File: src/mcv_defines.svh
// constants for the management message validator and its sender
// assumes inclusion by bare name from both ends
`ifndef MCV_DEFINES_SVH
`define MCV_DEFINES_SVH
`define MCV_MAX_LEN 6'd32
`define MCV_MIN_LEN 6'd4
`define MCV_CODE_BYTE 0
`define MCV_TAG_HI 2
`define MCV_TAG_LO 3
`define MCV_ULP_BASE 8'h80
`define MCV_PRIV_HI 8'h0F
`define MCV_APP_LO 8'h20
`define MCV_APP_HI 8'h23
`define MCV_NODE_QUERY 8'h00
`define MCV_NODE_QUERY_REPLY 8'h01
`define MCV_PORT_CONFIGURE 8'h02
`define MCV_RESPONSE 8'h03
`define MCV_ASYNC_ALERT 8'h04
`define MCV_MASTER_ALERT 8'h05
`define MCV_MSG_A 8'h06
`define MCV_ASYNC_REPLY 8'h07
`define MCV_PROTO_QUERY 8'h08
`define MCV_PROTO_REPLY 8'h09
`define MCV_PORT_QUERY 8'h0A
`define MCV_PORT_REPLY 8'h0B
`define MCV_SWITCH_QUERY 8'h0C
`define MCV_SWITCH_REPLY 8'h0D
`define MCV_SAT_REQUEST 8'h0E
`define MCV_SAT_REPLY 8'h0F
`define MCV_UNKNOWN_MESSAGE_ALERT 24'h020100
`define MCV_SHORT_MESSAGE_ALERT 24'h020300
`define MCV_UNSUPPORTED_PROTOCOL_ALERT 24'h020400
`define MCV_OVERLAP_RETURN_CODE 8'h01
`define MCV_INVALID_FIELD_CODE 8'h02
`define MCV_PATH_OFS 4
`define MCV_PATH_LEN 4
`define MCV_EXTEND_BIT 7
`define MCV_RSVD_BYTES 32'h0000_0080
`define MCV_SRC_CFG 0
`define MCV_SRC_MASTER 1
`define MCV_CLK_HZ 50000000
`define MCV_NQ_TIMEOUT_MS 10
`endif

File: src/mcv_pkg.sv
// types shared by both ends of the management message link
// assumes mcv_defines.svh is on the include path
package mcv_pkg;
    typedef logic [7:0] mcv_byte_type;
    typedef logic [31:0][7:0] mcv_msg_type;
    typedef enum logic [0:0] {V_RX, V_CHECK} mcv_vstate_type;
    typedef enum logic [0:0] {S_IDLE, S_SEND} mcv_sstate_type;
    typedef struct packed {
        mcv_vstate_type st;
        mcv_msg_type buffer;
        logic [5:0] len;
        logic over;
        logic priv;
        logic [1:0] src;
        logic [7:0] src_id;
        logic outst;
        logic [7:0] outst_id;
        logic ready;
        logic alert_v;
        logic [23:0] alert;
        logic resp_v;
        logic [7:0] resp_code;
        logic [15:0] resp_tag;
        logic del_v;
        mcv_msg_type del_data;
        logic [5:0] del_len;
        logic ulp_v;
    } mcv_vreg_type;
    typedef struct packed {
        mcv_sstate_type st;
        mcv_msg_type buffer;
        logic [5:0] len;
        logic [5:0] total;
        logic [5:0] idx;
        logic priv;
        logic [1:0] src;
        logic [7:0] src_id;
        logic nq_wait;
        logic [31:0] timer;
        logic [15:0] tag;
        logic data_xfer;
        logic vld;
        mcv_byte_type data;
        logic last;
        logic busy;
        logic err_log;
        logic abort_ulp;
        logic alert_seen;
        logic [23:0] alert;
    } mcv_sreg_type;
endpackage

File: src/mcv_link_if.sv
// byte stream link from a sending node to a validating node
// assumes both ends share mclk; no clocking here
`timescale 1ns/1ps
`default_nettype none
interface mcv_link_if;
    logic msg_valid;
    logic msg_ready;
    logic [7:0] msg_byte;
    logic msg_last;
    logic msg_priv;
    logic [1:0] msg_src_type;
    logic [7:0] msg_src_id;
    logic alert_valid;
    logic [23:0] alert_code;
    logic resp_valid;
    logic [7:0] resp_code;
    logic [15:0] resp_tag;
    modport host (output msg_valid, msg_byte, msg_last, msg_priv,
        msg_src_type, msg_src_id, input msg_ready, alert_valid,
        alert_code, resp_valid, resp_code, resp_tag);
    modport device (input msg_valid, msg_byte, msg_last, msg_priv,
        msg_src_type, msg_src_id, output msg_ready, alert_valid,
        alert_code, resp_valid, resp_code, resp_tag);
endinterface
`default_nettype wire

File: src/mcv_validator.sv
// device end: collects a management message and validates it
// assumes the sender holds bytes until msg_ready; inputs on mclk
// Operation
// - code byte 0, tag bytes 2 and 3
// - over 32 bytes is never valid for codes below 80h
// - padding with zero bytes reaches exactly 32 bytes
// - pad bytes are counted, delivered and checked like data
// - path bytes after zero extend flag zeroed on delivery of codes below 80h; byte 7 still reserved-checked
// - codes 00h-0Fh privileged, 10h-1Fh invalid
// - codes 20h-23h application, 24h-7Fh invalid
// - supported protocol codes pass without frame check
// - unsupported protocol codes raise protocol alert
// - invalid codes raise unknown message alert
// - wrong frame or node type: unknown alert
// - overlapping outstanding request gets overlap response
// - node query without storage dropped silently
// - configuration node retries node query on timeout
// - continue only on full table match
// - too few bytes raise short message alert
// - alert abandons message, no other response
// - reply route need not be registered
// - reserved field errors answered, except 00h/01h
// - bad tag logged by configurator, which also raises abort_ulp when the message sent was 20h-23h
// - alert code is type, subtype, information
`include "mcv_defines.svh"
`timescale 1ns/1ps
`default_nettype none
module mcv_validator #(
    parameter logic [31:0] RSVD_BYTES = `MCV_RSVD_BYTES
) (
    input wire logic mclk,
    input wire logic arst_n,
    mcv_link_if.device lk,
    input wire logic local_is_cfg,
    input wire logic local_is_master,
    input wire logic ulp_supported,
    input wire logic storage_free,
    input wire logic request_done,
    output logic deliver_valid,
    output mcv_pkg::mcv_msg_type deliver_data,
    output logic [5:0] deliver_len,
    output logic ulp_valid
);
    import mcv_pkg::*;

    mcv_vreg_type s;
    mcv_vreg_type n;

    function automatic logic code_known(input logic [7:0] c,
                                        input logic priv);
        code_known = 1'b0;
        if (c <= `MCV_PRIV_HI) begin
            code_known = priv;
        end else if (c >= `MCV_APP_LO && c <= `MCV_APP_HI) begin
            code_known = !priv;
        end
    endfunction

    function automatic logic node_ok(input logic [7:0] c,
                                     input logic [1:0] src,
                                     input logic cfg,
                                     input logic mst);
        logic from_ok;
        logic to_ok;
        from_ok = 1'b1;
        to_ok = 1'b1;
        case (c)
            `MCV_NODE_QUERY, `MCV_MSG_A, `MCV_PROTO_QUERY,
            `MCV_PORT_QUERY, `MCV_SWITCH_QUERY: begin
                from_ok = src[`MCV_SRC_CFG];
            end
            `MCV_PORT_CONFIGURE, `MCV_ASYNC_REPLY: begin
                from_ok = src[`MCV_SRC_MASTER];
            end
            `MCV_NODE_QUERY_REPLY, `MCV_RESPONSE, `MCV_PROTO_REPLY,
            `MCV_PORT_REPLY: begin
                to_ok = cfg;
            end
            `MCV_MASTER_ALERT, `MCV_SAT_REPLY: begin
                from_ok = src[`MCV_SRC_MASTER];
                to_ok = cfg;
            end
            `MCV_ASYNC_ALERT: begin
                to_ok = mst;
            end
            `MCV_SAT_REQUEST: begin
                from_ok = src[`MCV_SRC_CFG];
                to_ok = mst;
            end
            default: begin
                from_ok = 1'b1;
            end
        endcase
        node_ok = from_ok && to_ok;
    endfunction

    function automatic logic overlap_class(input logic [7:0] c);
        overlap_class = (c == `MCV_PORT_CONFIGURE) ||
            (c == `MCV_MASTER_ALERT) || (c == `MCV_PORT_QUERY) ||
            (c == `MCV_PROTO_QUERY) || (c == `MCV_MSG_A);
    endfunction

    function automatic logic rsvd_bad(input mcv_msg_type m,
                                      input logic [5:0] len);
        rsvd_bad = 1'b0;
        for (int i = 0; i < 32; i++) begin
            if (RSVD_BYTES[i] && 6'(i) < len && m[i] != 8'h00) begin
                rsvd_bad = 1'b1;
            end
        end
    endfunction

    function automatic mcv_msg_type path_mask(input mcv_msg_type m);
        logic ended;
        path_mask = m;
        ended = 1'b0;
        for (int k = 0; k < `MCV_PATH_LEN; k++) begin
            if (ended) begin
                path_mask[`MCV_PATH_OFS + k] = 8'h00;
            end
            if (!m[`MCV_PATH_OFS + k][`MCV_EXTEND_BIT]) begin
                ended = 1'b1;
            end
        end
    endfunction

    always_comb begin
        logic [7:0] c;
        logic [15:0] tag;
        c = s.buffer[`MCV_CODE_BYTE];
        tag = {s.buffer[`MCV_TAG_HI], s.buffer[`MCV_TAG_LO]};
        n = s;
        n.alert_v = 1'b0;
        n.resp_v = 1'b0;
        n.del_v = 1'b0;
        n.ulp_v = 1'b0;
        if (request_done) begin
            n.outst = 1'b0;
        end
        case (s.st)
            V_RX: begin
                n.ready = 1'b1;
                if (lk.msg_valid && s.ready) begin
                    if (s.len == 6'd0) begin
                        n.priv = lk.msg_priv;
                        n.src = lk.msg_src_type;
                        n.src_id = lk.msg_src_id;
                    end
                    if (s.len < `MCV_MAX_LEN) begin
                        n.buffer[s.len[4:0]] = lk.msg_byte;
                        n.len = s.len + 6'd1;
                    end else begin
                        n.over = 1'b1;
                    end
                    if (lk.msg_last) begin
                        n.st = V_CHECK;
                        n.ready = 1'b0;
                    end
                end
            end
            V_CHECK: begin
                n.st = V_RX;
                n.ready = 1'b1;
                n.len = 6'd0;
                n.over = 1'b0;
                n.alert = `MCV_UNKNOWN_MESSAGE_ALERT;
                n.resp_tag = tag;
                // first failing check ends the message
                if (c >= `MCV_ULP_BASE) begin
                    if (ulp_supported) begin
                        n.ulp_v = 1'b1;
                        n.del_v = 1'b1;
                        n.del_data = s.buffer;
                        n.del_len = s.len;
                    end else begin
                        n.alert_v = 1'b1;
                        n.alert = `MCV_UNSUPPORTED_PROTOCOL_ALERT;
                    end
                end else if (s.over || !code_known(c, s.priv)) begin
                    n.alert_v = 1'b1;
                end else if (!node_ok(c, s.src, local_is_cfg,
                                      local_is_master)) begin
                    n.alert_v = 1'b1;
                end else if (overlap_class(c) && s.outst &&
                             s.outst_id == s.src_id) begin
                    n.resp_v = 1'b1;
                    n.resp_code = `MCV_OVERLAP_RETURN_CODE;
                end else if (c == `MCV_NODE_QUERY && !storage_free) begin
                    n.st = V_RX;
                end else if (s.len < `MCV_MIN_LEN) begin
                    n.alert_v = 1'b1;
                    n.alert = `MCV_SHORT_MESSAGE_ALERT;
                end else if (c > `MCV_NODE_QUERY_REPLY &&
                             rsvd_bad(s.buffer, s.len)) begin
                    n.resp_v = 1'b1;
                    n.resp_code = `MCV_INVALID_FIELD_CODE;
                end else begin
                    // reply route is not looked up
                    n.del_v = 1'b1;
                    n.del_data = path_mask(s.buffer);
                    n.del_len = s.len;
                    if (overlap_class(c)) begin
                        n.outst = 1'b1;
                        n.outst_id = s.src_id;
                    end
                end
            end
            default: begin
                n.st = V_RX;
            end
        endcase
    end

    always_ff @(posedge mclk or negedge arst_n) begin
        if (!arst_n) begin
            s <= '0;
        end else begin
            s <= n;
        end
    end

    assign lk.msg_ready = s.ready;
    assign lk.alert_valid = s.alert_v;
    assign lk.alert_code = s.alert;
    assign lk.resp_valid = s.resp_v;
    assign lk.resp_code = s.resp_code;
    assign lk.resp_tag = s.resp_tag;
    assign deliver_valid = s.del_v;
    assign deliver_data = s.del_data;
    assign deliver_len = s.del_len;
    assign ulp_valid = s.ulp_v;
endmodule
`default_nettype wire

File: src/flat_wrapper.sv
// flat-port wrapper written by rule: the top's interface ports become plain ports
module mcv_validator_flat import mcv_pkg::*;
#(
    parameter logic [31:0] RSVD_BYTES = `MCV_RSVD_BYTES
)
  (mclk, arst_n, local_is_cfg, local_is_master, ulp_supported, storage_free, request_done, deliver_valid, deliver_data, deliver_len, ulp_valid, lk_msg_valid, lk_msg_byte, lk_msg_last, lk_msg_priv, lk_msg_src_type, lk_msg_src_id, lk_msg_ready, lk_alert_valid, lk_alert_code, lk_resp_valid, lk_resp_code, lk_resp_tag);
  mcv_link_if lk_i ();
  input wire logic mclk;
  input wire logic arst_n;
  input wire logic local_is_cfg;
  input wire logic local_is_master;
  input wire logic ulp_supported;
  input wire logic storage_free;
  input wire logic request_done;
  output logic deliver_valid;
  output mcv_pkg::mcv_msg_type deliver_data;
  output logic [5:0] deliver_len;
  output logic ulp_valid;
  input wire logic [$bits(lk_i.msg_valid)-1:0] lk_msg_valid;
  input wire logic [$bits(lk_i.msg_byte)-1:0] lk_msg_byte;
  input wire logic [$bits(lk_i.msg_last)-1:0] lk_msg_last;
  input wire logic [$bits(lk_i.msg_priv)-1:0] lk_msg_priv;
  input wire logic [$bits(lk_i.msg_src_type)-1:0] lk_msg_src_type;
  input wire logic [$bits(lk_i.msg_src_id)-1:0] lk_msg_src_id;
  output wire logic [$bits(lk_i.msg_ready)-1:0] lk_msg_ready;
  output wire logic [$bits(lk_i.alert_valid)-1:0] lk_alert_valid;
  output wire logic [$bits(lk_i.alert_code)-1:0] lk_alert_code;
  output wire logic [$bits(lk_i.resp_valid)-1:0] lk_resp_valid;
  output wire logic [$bits(lk_i.resp_code)-1:0] lk_resp_code;
  output wire logic [$bits(lk_i.resp_tag)-1:0] lk_resp_tag;
  assign lk_i.msg_valid = lk_msg_valid;
  assign lk_i.msg_byte = lk_msg_byte;
  assign lk_i.msg_last = lk_msg_last;
  assign lk_i.msg_priv = lk_msg_priv;
  assign lk_i.msg_src_type = lk_msg_src_type;
  assign lk_i.msg_src_id = lk_msg_src_id;
  assign lk_msg_ready = lk_i.msg_ready;
  assign lk_alert_valid = lk_i.alert_valid;
  assign lk_alert_code = lk_i.alert_code;
  assign lk_resp_valid = lk_i.resp_valid;
  assign lk_resp_code = lk_i.resp_code;
  assign lk_resp_tag = lk_i.resp_tag;
  mcv_validator #(.RSVD_BYTES(RSVD_BYTES)) u_core (.mclk(mclk), .arst_n(arst_n), .lk(lk_i), .local_is_cfg(local_is_cfg), .local_is_master(local_is_master), .ulp_supported(ulp_supported), .storage_free(storage_free), .request_done(request_done), .deliver_valid(deliver_valid), .deliver_data(deliver_data), .deliver_len(deliver_len), .ulp_valid(ulp_valid));
endmodule
File: config.mk
export PLATFORM = sky130hd
export DESIGN_NAME = mcv_validator_flat
export DESIGN_NICKNAME = d
export VERILOG_FILES = /design/src/mcv_pkg.sv /design/src/mcv_link_if.sv /design/src/mcv_validator.sv /design/src/flat_wrapper.sv
export VERILOG_INCLUDE_DIRS = /design/src
export SDC_FILE = /design/constraint.sdc
export NUM_CORES = 1
export LEC_CHECK = 0
export ABC_AREA = 1
export BUFFER_PORTS_ARGS = -buffer_cell sky130_fd_sc_hd__clkbuf_2
export CORE_MARGIN = 4
export CORE_UTILIZATION = 40
export DETAILED_ROUTE_END_ITERATION = 8
export HOLD_SLACK_MARGIN = 0.15
export PLACE_DENSITY = 0.65
export SLEW_MARGIN = 20
export SYNTH_ARGS = -nofsm -noshare
export SYNTH_HDL_FRONTEND = slang
export SYNTH_SLANG_ARGS = --single-unit
File: constraint.sdc
create_clock -name mclk -period 3.5 [get_ports mclk]
set_input_delay 0.175 -clock mclk [delete_from_list [all_inputs] [get_ports mclk]]
set_output_delay 0.175 -clock mclk [all_outputs]
set_load 0.005 [all_outputs]
==> results.toml <==
[synth]
ys_ff_latch = 573
synth.distinct_cells = 32
async_reset_ff_share_pct = 100
ys_warn_count = 0
synth-seq-area-share_pct = 52.9
synthFlopType = "dfrtp_1"
syn_avg_cell_area_um2 = 8.33
synth_edf_count = 0
synthCells = 3254
syn_area_mm2 = 0.0271

[sta]
slew_headroom_pct = 26.3
whs_ns = 0.169
final.min_clock_period_ns = 2.84
finalMaxSlewViolations = 0
rsz0062_at_grt = "no"
worstMarginPinSlew_ns = 1.11
fin_crit_sh_pct = 81.1
setup_tns_ns = 0
setup_violations = 0
fin_worst_skew_ns = 0.0141
hold_viol = 0
clock.fmax_mhz = 352

[critical_path]
setup.worst_path.end_class = "flop"
path_buf_inv = 2
worst-endpoint-arrival_ns = 3.35
cp_max_fo = 51
critical-path-max-stage-delay_ns = 0.51
crit_top_cell = "nand2_1"
cp_slowest_cell = "buf_4"
crit_family = "simple AND/OR/NAND/NOR gates"
critPathKind = "flop to flop"
path_cells = "nor2_1 -> nand2_1 -> nor2_1 -> nor2_1 -> nand2_1 -> nand2_1 -> nand3_4 -> buf_4 -> nand2_1 -> nor2_1 -> buf_4 -> nand2_1 -> nand2_1 -> nand2_1"
start_kind = "flop"
cp.required_ns = 4.01

[global_routing]
grt_pass1_vias = 20100
antenna_found_initial = 1
grt-ovfl-total = 0
grt_max_degree = 129
grtUsageTotal_pct = 21.5
grt_first_pass_wirelength_um = 122000

[cts]
tritoncts = "yes"
clk_path_buf_depth = 3
post_cts_buffers = 0
clock-sinks = 573
clk_latency_ns = 0.63
htreeDepth = 2
cts_buffers = 61
clockRootBuffer = "clkbuf_16"
clkTransAtPathRegs_ns = 0.06

[die]
fp.dieW_um = 268
placementRows = 95
io_pins = 343
core-area_mm2 = 0.0672
die-area_mm2 = 0.0720
initial_utilization_pct = 40.3
die_h_um = 268

[detailed_routing]
dr_total_vias = 21300
detail_route.first_pass.iterations = 5
vias_per_cell = 5.15
met1_length_um = 34100
routed_wl_um = 78500
drt_iter0_markers = 1725
wl_met3_um = 5220
top_layer_used = "met4"
ant_nets = 0
drc = 0
wl_per_cell_um = 19.0
wl_met2_um = 36900

[power_and_ir_drop]
vdd_drop_max_v = 0.000728
leakage_nw = 16.0
fin_total_pwr_mw = 19.5
powerDensity_mw_per_mm2 = 656

[final_layout]
final_layout_size_suffix_gt1_share_pct = 16.2
fillers = 6652
multiInputGateArea_mm2 = 0.00923
fin_util_pct = 44.3
fin_nets = 3251
layout_common_cells = "960 x nand2_1, 572 x dfrtp_1, 314 x clkbuf_2"
seq_area_mm2 = 0.0143
final_cells = 4139
area_delta_synth_final_pct = 9.68
diodes = 0
final_common_cell = "nand2_1"

[placement]
place.gp.congestion = 0.881
dp_cells = 4004
portBuffers = 316
dp_hpwl_um = 48200

[run_status]
status = "complete, no violations"

[worst_hold_path]
hold_path.class = "primary input to async pin"

[job]
cap_viol_max_count = 0
layer usage:
| layer | up-vias | global-route usage, % |
|---|---|---|
| met4 | 0 | 6.04 |
| met5 | - | 0 |
| met3 | 132 | 3.48 |
| li1 | 10100 | - |
| met2 | 719 | 34.4 |
| met1 | 10300 | 30.4 |
cells by family after synthesis:
logic type      after synthesis  synth area share, %
xor+xnor                      7                0.226
flops                       573                 52.9
buf+inv                     624                 13.6
mux                           5                0.208
compound gates              287                 5.34
simple gates               1753                 27.5
fa+ha+maj                     4                0.185
other cells                   1               0.0138
registers in the layout, indices dropped and copies added (netlist names):
| signal | cells |
|---|---|
| u_core.s | 284 |
| u_core.deliver_data | 256 |
| u_core.lk.resp_tag | 16 |
| u_core.deliver_len | 6 |
| u_core.lk.alert_code | 4 |
| u_core.lk.resp_code | 2 |
| u_core.deliver_valid | 1 |
| u_core.lk.alert_valid | 1 |
| u_core.lk.msg_ready | 1 |
| u_core.lk.resp_valid | 1 |
| u_core.ulp_valid | 1 |
synth_stat cells, types with 18 or more instances:
master | n | share of area, %
a21oi_1 | 158 | 2.9
buf_2 | 40 | 0.74
buf_4 | 311 | 8.6
buf_6 | 18 | 0.75
clkbuf_1 | 149 | 2.1
dfrtp_1 | 573 | 53
inv_1 | 84 | 1.2
nand2_1 | 962 | 13
nand3_1 | 284 | 5.2
nand4_1 | 174 | 4.0
nor2_1 | 314 | 4.3
o21ai_0 | 123 | 2.3
final timing paths:
check	from	endpoint	slack [ns]	cells after the start
worst max-delay path	u_core.s[345]	u_core.s[315]	0.66	14
worst min-delay path	arst_n	u_core.deliver_data[147]	0.17	2
worst max register to register	u_core.s[345]	u_core.s[315]	0.66	14
worst min register to register	u_core.deliver_data[220]	u_core.deliver_data[220]	0.47	2
max in group asynchronous	arst_n	u_core.s[555]	2.28	4
min in group mclk	storage_free	u_core.s[317]	0.27	7
power by group:
part	total [mW]	switching (mW)	internal (mW)
Clock	7.01	2.80	4.21
Sequential	8.26	0.727	7.53
Combinational	4.23	3.02	1.21
per-stage QoR:
| step | cell area, um2 | setup slack [ns] |
|---|---|---|
| 2_1_floorplan | 27200 | 1.39 |
| 3_5_place_dp | 27300 | 0.703 |
| 3_3_place_gp | 27300 | 0.776 |
| 5_1_grt | 29700 | 0.360 |
| 4_1_cts | 29700 | 0.696 |
| 6_report | 29700 | 0.660 |
layout make-up:
cell class                 instances  share of cell area (%)
clock buffer                      78                    5.66
multi-input combinational       2082                    31.1
clock inverter                    32                    1.61
tap                              873                    3.68
timing repair buffer             412                    8.59
sequential                       573                    48.3
inverter                          89                    1.14
repair_timing:
| action | in CTS | in global routing |
|---|---|---|
| hold buffers | 25 | 0 |
| hold endpoints to repair | 235 | 0 |
| gates resized for setup | 0 | 0 |
No activity file was read; power rests on OpenSTA's default activity.
